`src/core/pps_consts.svh`:
```
`ifndef PPS_CONSTS_SVH
`define PPS_CONSTS_SVH

// geometry of the boundary buses
`define PPS_LANES        8
`define PPS_CMD_IN_W     26
`define PPS_CMD_OUT_W    17
`define PPS_LANE_RX_W    84
`define PPS_LANE_TX_W    70
`define PPS_RX_USED_W    39
`define PPS_TX_USED_W    42

// outbound common command bus field positions
`define PPS_CO_PCLK      0
`define PPS_CO_RATE_LSB  1
`define PPS_CO_RATE_MSB  2
`define PPS_CO_RXDET     3
`define PPS_CO_MARG_LSB  4
`define PPS_CO_MARG_MSB  6
`define PPS_CO_SWING     7
`define PPS_CO_TXRST     8
`define PPS_CO_DEEMPH    9
`define PPS_CO_DEP_LSB   10
`define PPS_CO_DEP_MSB   16

// per-lane transmit bus field positions beyond the shared layout
`define PPS_TX_POL       39
`define PPS_TX_PWR_LSB   40
`define PPS_TX_PWR_MSB   41

// link rate encodings
`define PPS_RATE_GEN1    2'h0
`define PPS_RATE_GEN2    2'h1
`define PPS_RATE_GEN3    2'h2

// strap capture: cycles after reset release before the option is latched
`define PPS_STRAP_WAIT   2'h2

// nominal pipe clock frequencies in MHz, carried by the link clock input
`define PPS_PCLK_GEN1_MHZ 125
`define PPS_PCLK_GEN23_MHZ 250

`endif

```
`src/core/pps_pkg.sv`:
```
`include "pps_consts.svh"

package pps_pkg;

  typedef enum logic [1:0] {
    PPS_GEN1,
    PPS_GEN2,
    PPS_GEN3
  } pps_rate_t;

  // core-side outbound common command set
  typedef struct packed {
    logic       deemphasis_sel;
    logic       transmit_reset_flag;
    logic       transmit_swing_sel;
    logic [2:0] transmit_margin_field;
    logic       receiver_detect_req;
    pps_rate_t  link_rate_field;
  } pps_cmd_t;

  // one lane of received symbols, packed in boundary bit order
  typedef struct packed {
    logic [1:0]  lane_rx_block_header;
    logic        lane_rx_block_start;
    logic        lane_rx_valid_flag;
    logic        lane_rx_idle_flag;
    logic [1:0]  lane_rx_control_char_flags;
    logic [31:0] lane_rx_payload;
  } pps_rx_lane_t;

  // one lane of transmit symbols, same low layout plus lane controls
  typedef struct packed {
    logic [1:0]  lane_power_state;
    logic        lane_polarity_invert;
    logic [1:0]  block_header;
    logic        block_start;
    logic        valid_flag;
    logic        idle_flag;
    logic [1:0]  control_char_flags;
    logic [31:0] lane_tx_payload;
  } pps_tx_lane_t;

endpackage

```
`src/core/pps_lane_packer.sv`:
```
`timescale 1ns/1ps
`include "pps_consts.svh"

module pps_lane_packer (
  input  wire logic                        clk,
  input  wire logic                        rst_n,
  input  wire logic                        upd,
  input  wire logic                        en,
  input  wire pps_pkg::pps_tx_lane_t       core_tx,
  input  wire logic [`PPS_LANE_RX_W-1:0]   rx_bus,
  output logic      [`PPS_LANE_TX_W-1:0]   tx_bus_ff,
  output pps_pkg::pps_rx_lane_t            core_rx_ff
);

  logic [`PPS_LANE_TX_W-1:0] nxt_tx_bus;

  // deprecated upper bits stay low; boundary is quiet while disabled
  always_comb begin
    nxt_tx_bus = '0;
    if (en) begin
      nxt_tx_bus[`PPS_TX_USED_W-1:0] = core_tx;
    end
  end

  always_ff @(posedge clk or negedge rst_n) begin
    if (!rst_n) begin
      tx_bus_ff <= '0;
    end else if (upd) begin
      tx_bus_ff <= nxt_tx_bus;
    end
  end

  // only the low field set is taken; bits above are left undriven by
  // many partners and must never reach the core
  always_ff @(posedge clk or negedge rst_n) begin
    if (!rst_n) begin
      core_rx_ff <= '0;
    end else if (upd && en) begin
      core_rx_ff <= rx_bus[`PPS_RX_USED_W-1:0];
    end
  end
endmodule

```
`src/core/pps_top.sv`:
```
`timescale 1ns/1ps
`include "pps_consts.svh"

module pps_top (
  input  wire logic                                      clk,
  input  wire logic                                      rst_n,
  input  wire logic                                      link_pclk,
  input  wire logic                                      ext_pipe_en,
  input  wire pps_pkg::pps_cmd_t                         core_cmd,
  input  wire logic [`PPS_CMD_IN_W-1:0]                  common_cmd_in,
  input  wire pps_pkg::pps_tx_lane_t [`PPS_LANES-1:0]    core_tx,
  input  wire logic [`PPS_LANES-1:0][`PPS_LANE_RX_W-1:0] lane_rx_bus,
  output logic      [`PPS_CMD_OUT_W-1:0]                 common_cmd_out_ff,
  output logic      [`PPS_LANES-1:0][`PPS_LANE_TX_W-1:0] lane_tx_bus_ff,
  output pps_pkg::pps_rx_lane_t [`PPS_LANES-1:0]         core_rx_ff
);

  // link clock synchroniser; s3 is only the edge-detect history of s2
  logic pclk_s1_ff;
  logic pclk_s2_ff;
  logic pclk_s3_ff;
  logic pclk_rise;

  // option strap synchroniser and latch
  logic       strap_s1_ff;
  logic       strap_s2_ff;
  logic [1:0] strap_cnt_ff;
  logic       strap_done_ff;
  logic       en_ff;

  logic [`PPS_CMD_OUT_W-1:0] nxt_cmd_out;
  logic [1:0]                rate_code;

  always_ff @(posedge clk or negedge rst_n) begin
    if (!rst_n) begin
      pclk_s1_ff <= 1'b0;
      pclk_s2_ff <= 1'b0;
      pclk_s3_ff <= 1'b0;
    end else begin
      pclk_s1_ff <= link_pclk;
      pclk_s2_ff <= pclk_s1_ff;
      pclk_s3_ff <= pclk_s2_ff;
    end
  end

  assign pclk_rise = pclk_s2_ff & ~pclk_s3_ff;

  // the option is a setup-time choice: latched once after reset release so
  // a later wiggle on the pin cannot tear the buses up mid-simulation
  always_ff @(posedge clk or negedge rst_n) begin
    if (!rst_n) begin
      strap_s1_ff <= 1'b0;
      strap_s2_ff <= 1'b0;
    end else begin
      strap_s1_ff <= ext_pipe_en;
      strap_s2_ff <= strap_s1_ff;
    end
  end

  always_ff @(posedge clk or negedge rst_n) begin
    if (!rst_n) begin
      strap_cnt_ff  <= 2'h0;
      strap_done_ff <= 1'b0;
      en_ff         <= 1'b0;
    end else if (!strap_done_ff) begin
      strap_cnt_ff <= strap_cnt_ff + 2'h1;
      if (strap_cnt_ff == `PPS_STRAP_WAIT) begin
        strap_done_ff <= 1'b1;
        en_ff         <= strap_s2_ff;
      end
    end
  end

  always_comb begin
    case (core_cmd.link_rate_field)
      pps_pkg::PPS_GEN1: rate_code = `PPS_RATE_GEN1;
      pps_pkg::PPS_GEN2: rate_code = `PPS_RATE_GEN2;
      pps_pkg::PPS_GEN3: rate_code = `PPS_RATE_GEN3;
      default:           rate_code = `PPS_RATE_GEN1;
    endcase
  end

  // common_cmd_in is never read: the partner may drive junk
  always_comb begin
    nxt_cmd_out = '0;
    if (en_ff) begin
      nxt_cmd_out[`PPS_CO_RATE_MSB:`PPS_CO_RATE_LSB] = rate_code;
      nxt_cmd_out[`PPS_CO_RXDET] = core_cmd.receiver_detect_req;
      nxt_cmd_out[`PPS_CO_MARG_MSB:`PPS_CO_MARG_LSB] =
        core_cmd.transmit_margin_field;
      nxt_cmd_out[`PPS_CO_SWING]  = core_cmd.transmit_swing_sel;
      nxt_cmd_out[`PPS_CO_TXRST]  = core_cmd.transmit_reset_flag;
      nxt_cmd_out[`PPS_CO_DEEMPH] = core_cmd.deemphasis_sel;
    end
  end

  // clock bit follows the sampled link clock every cycle while en_ff is set, so its frequency
  // is the link clock's own; the fields only move on its rising edge
  always_ff @(posedge clk or negedge rst_n) begin
    if (!rst_n) begin
      common_cmd_out_ff <= '0;
    end else begin
      common_cmd_out_ff[`PPS_CO_PCLK] <= en_ff & pclk_s2_ff;
      if (pclk_rise) begin
        common_cmd_out_ff[`PPS_CMD_OUT_W-1:`PPS_CO_RATE_LSB] <=
          nxt_cmd_out[`PPS_CMD_OUT_W-1:`PPS_CO_RATE_LSB];
      end
    end
  end

  genvar gi;
  generate
    for (gi = 0; gi < `PPS_LANES; gi = gi + 1) begin : g_lane
      pps_lane_packer u_lane (
        .clk        (clk),
        .rst_n      (rst_n),
        .upd        (pclk_rise),
        .en         (en_ff),
        .core_tx    (core_tx[gi]),
        .rx_bus     (lane_rx_bus[gi]),
        .tx_bus_ff  (lane_tx_bus_ff[gi]),
        .core_rx_ff (core_rx_ff[gi])
      );

    end
  endgenerate
endmodule

```
`config.mk`:
```
export PLATFORM = sky130hd
export DESIGN_NAME = pps_top
export DESIGN_NICKNAME = d
export VERILOG_FILES = /design/src/core/pps_pkg.sv /design/src/core/pps_lane_packer.sv /design/src/core/pps_top.sv
export VERILOG_INCLUDE_DIRS = /design/src /design/src/core
export SDC_FILE = /design/constraint.sdc
export NUM_CORES = 1
export LEC_CHECK = 0
export BUFFER_PORTS_ARGS = -buffer_cell sky130_fd_sc_hd__buf_2
export CORE_AREA = 5 5 760 762
export DETAILED_ROUTE_END_ITERATION = 8
export DIE_AREA = 0 0 765 767
export GPL_ROUTABILITY_DRIVEN = 0
export PLACE_DENSITY = 0.3
export SLEW_MARGIN = 20
export SYNTH_ARGS = -nofsm -noshare
export SYNTH_HDL_FRONTEND = slang
export SYNTH_SLANG_ARGS = --single-unit
```
`constraint.sdc`:
```
create_clock -name clk -period 4.2 [get_ports clk]
set_input_delay 0 -clock clk [delete_from_list [all_inputs] [get_ports clk]]
set_output_delay 0 -clock clk [all_outputs]
set_load 0.05 [all_outputs]
```
==> results_dict.tcl <==
set metrics [dict create \
    hold_path_class "primary input to flop" \
    fin_crit_sh_pct 57.70 \
    firstDrtPassIters 4 \
    critical_path_arrival_ns 3.11 \
    worst_path_max_delay_cell "sky130_fd_sc_hd__dfrtp_4" \
    global_route.usage.total_pct 8.112 \
    post_cts_resized 0 \
    synthToLayoutAreaGrowth_pct 102.2 \
    run_status "completed" \
    ys_dominant_reg_cell "sky130_fd_sc_hd__dfrtp_1" \
    power_density_nw_per_um2 444.9 \
    core_area_um2 570800 \
    hold_viol_final 0 \
    drv.max_cap_violation_count 0 \
    final_net_count 5930 \
    setup_viol 0 \
    detailed_place.area_um2 44230 \
    grt_pass1_vias 29080 \
    share_of_synthesized_flip_flops_with_an_asynchronous_set_or_reset_pct 100.0 \
    power.ir.vdd_worst_mv 0.2900 \
    vias 26200 \
    path_buf_inv 1 \
    tightestPinTransition_ns 0.9564 \
    die-area_um2 586800 \
    detail_route.drc_violations 0 \
    dr_wl_cell_um 19.63 \
    period_needed_ns 2.423 \
    hpwlAfterDp_mm 210.3 \
    grt_antenna_before_repair 128 \
    clock_sink_count 667 \
    grt_start_max_net_pins 106 \
    postRouteAntennaNets 0 \
    tritoncts_clock_tree "built" \
    critical-path-top-delay-family "flip-flops" \
    global_route.overflow_total 0 \
    fin_tns_setup_ns 0 \
    synth_seq_cells 667 \
    crit_chain "nand3b_4 -> buf_4 -> mux2_2" \
    fin_area_um2 59240 \
    share_of_layout_cells_above_drive_strength_1_pct 33.23 \
    synth-edff-count 0 \
    critical_path_peak_fanout 31 \
    postRouteWirelength_mm 246.3 \
    die-height_um 767 \
    portion_of_total_power_attributed_to_sequential_cells_pct 30.2 \
    end_kind "flop" \
    synth_sequential_area_ratio_pct 56.96 \
    power.share.switching_pct 42.63 \
    root_buffer "sky130_fd_sc_hd__clkbuf_16" \
    synth.avg_cell_area_um2 12.38 \
    worst_setup_path_start_kind "flop" \
    cts_max_path_buffers 4 \
    multiInputGateArea_um2 9534 \
    timing.fmax_mhz 412.7 \
    postCtsSetupBuffers 0 \
    clock_transition_at_the_register_clock_pins_on_the_worst_setup_and_hold_paths_after_cts_ns 0.06 \
    final_core_utilization_pct 10.38 \
    drt-vias-per-instance 2.088 \
    required_ns 4.88 \
    postSynthCellCount 2367 \
    place.port_buffers 1318 \
    numCtsBuffers 103 \
    start_util_pct 5.133 \
    number_of_design_rule_violations_left_by_the_first_detailed_router_iteration 847 \
    cellInternalPower_mw 15.12 \
    unrepaired_setup_endpoints_after_global_routing "no" \
    htree_num_levels 3 \
    skew_ns 0.06965 \
    clk-insertion-delay-late_ns 0.86 \
    max_slew_margin_pct 36.24 \
    total_power_mw 26.36 \
    ctsHoldBuffers 1153 \
    ys_types 25 \
    io_pins 1936 \
    die_w_um 765 \
    power_leakage_nw 26.11 \
    grt_pass1_wl_mm 306.6 \
    num_rows 278 \
    layout.area.seq_um2 16690 \
    net-switching-power_mw 11.24 \
    slew_viol_final 0 \
    power.share.clock_pct 34.0 \
    syn-cell-area_um2 29300 \
    critical_path_class "flop to flop" \
    fillers 65860 \
    critical_path.max_stage_delay_ns 0.64 \
    pwr-share-comb_pct 35.8 \
    ys.warnings.count 0 \
]
layout make-up:
cell class | count | share of cell area (%)
Clock inverter | 35 | 0.7033
Multi-Input combinational cell | 1244 | 16.09
Tap cell | 7560 | 15.97
Sequential cell | 667 | 28.18
Clock buffer | 144 | 5.001
Inverter | 344 | 2.180
Timing Repair Buffer | 2522 | 31.75
Antenna cell | 28 | 0.1183
synth_stat cells, drive strengths merged, types with 30 or more instances:
| cell | number | share of area, % |
|---|---|---|
| buf | 312 | 8.7 |
| clkbuf | 30 | 0.38 |
| dfrtp | 667 | 57 |
| inv | 344 | 4.4 |
| mux2 | 313 | 13 |
| mux2i | 343 | 12 |
| nand2 | 344 | 4.4 |
registers in the layout (all words and copies together), names as in the netlist, 2 cells and up:
name	flops
g_lane.u_lane.tx_bus_ff	336
strap_cnt_ff	2
g_lane.u_lane.core_rx_ff	312
common_cmd_out_ff	10
metal layers:
| layer | part of all wire (%) | routed length [µm] | GRT usage [%] |
|---|---|---|---|
| met1 | 37 | 92050 | 8.651 |
| met5 | 0.056 | 138 | 0 |
| met2 | 43 | 106900 | 12.74 |
| met3 | 16 | 39660 | 5.921 |
| met4 | 3.1 | 7519 | 2.038 |
kinds of logic after synthesis:
family / synth area share, %
AOI/OAI and AO/OA: 0.07686
xor gates and xnor gates: 0.02990
adders and majority gates: 0.04270
buffers and inverters: 13.45
DFF: 56.96
muxes: 24.77
other: 0.01280
and+or+nand+nor: 4.650
worst reg2reg max path, cell delays in order (launching register included):
cell,delay (ns)
sky130_fd_sc_hd__dfrtp_4,0.64
sky130_fd_sc_hd__nand3b_4,0.48
sky130_fd_sc_hd__buf_4,0.73
sky130_fd_sc_hd__mux2_2,0.47
worst paths after layout:
kind | from | end | slack, ns | cells after the start
max | en_ff$_DFFE_PN0P_ | g_lane[0].u_lane.core_rx_ff[10]$_DFFE_PN0P_ | 1.78 | 3
min in group asynchronous | rst_n | g_lane[1].u_lane.core_rx_ff[10]$_DFFE_PN0P_ | 0.46 | 4
min | lane_rx_bus[38] | g_lane[0].u_lane.core_rx_ff[38]$_DFFE_PN0P_ | 0.05 | 3
max in group asynchronous | rst_n | g_lane[5].u_lane.tx_bus_ff[31]$_DFFE_PN0P_ | 2.84 | 4
max reg2reg | en_ff$_DFFE_PN0P_ | g_lane[0].u_lane.core_rx_ff[10]$_DFFE_PN0P_ | 1.78 | 3
min reg2reg | strap_s1_ff$_DFF_PN0_ | strap_s2_ff$_DFF_PN0_ | 0.35 | 0
power groups by stage:
| stage | logic (mW) | registers (mW) | clock network (mW) |
|---|---|---|---|
| 2_1_floorplan | 1.82 | 11.5 | 0 |
| 3_3_place_gp | 8.71 | 8.06 | 0 |
| 3_5_place_dp | 8.69 | 8.07 | 0 |
| 4_1_cts | 9.68 | 7.97 | 9.51 |
| 5_1_grt | 10.0 | 8.10 | 9.68 |
| 6_report | 9.44 | 7.95 | 8.96 |
layout by cell type (no fill, tap or decap), types with 7 or more instances in the layout:
| cell | synthesis | routed |
|---|---|---|
| sky130_fd_sc_hd__nand2_1 | 344 | 344 |
| sky130_fd_sc_hd__clkinv_4 | 0 | 7 |
| sky130_fd_sc_hd__buf_2 | 12 | 1317 |
| sky130_fd_sc_hd__dfrtp_1 | 667 | 666 |
| sky130_fd_sc_hd__bufinv_16 | 0 | 7 |
| sky130_fd_sc_hd__mux2_2 | 33 | 33 |
| sky130_fd_sc_hd__buf_12 | 0 | 21 |
| sky130_fd_sc_hd__clkbuf_16 | 0 | 104 |
| sky130_fd_sc_hd__diode_2 | 0 | 28 |
| sky130_fd_sc_hd__mux2i_1 | 343 | 343 |
| sky130_fd_sc_hd__clkbuf_8 | 0 | 21 |
| sky130_fd_sc_hd__mux2_4 | 80 | 80 |
| sky130_fd_sc_hd__mux2_1 | 200 | 200 |
| sky130_fd_sc_hd__clkinv_2 | 0 | 12 |
| sky130_fd_sc_hd__buf_4 | 240 | 30 |
| sky130_fd_sc_hd__dlygate4sd3_1 | 0 | 1152 |
| sky130_fd_sc_hd__clkbuf_1 | 30 | 19 |
| sky130_fd_sc_hd__conb_1 | 1 | 231 |
| sky130_fd_sc_hd__inv_6 | 0 | 7 |
| sky130_fd_sc_hd__inv_1 | 344 | 344 |
metrics by stage:
stage | hold slack, ns | cells | worst slack [ns]
after floorplan | -0.2956 | 2597 | 2.830
after global placement | 0.002632 | 11180 | 1.536
after detailed placement | 0.001868 | 11180 | 1.513
after CTS | 0.0002972 | 12520 | 1.503
after global routing | 0.002456 | 12530 | 1.523
final | 0.05179 | 12540 | 1.777
No activity file was read; power rests on OpenSTA's default activity.
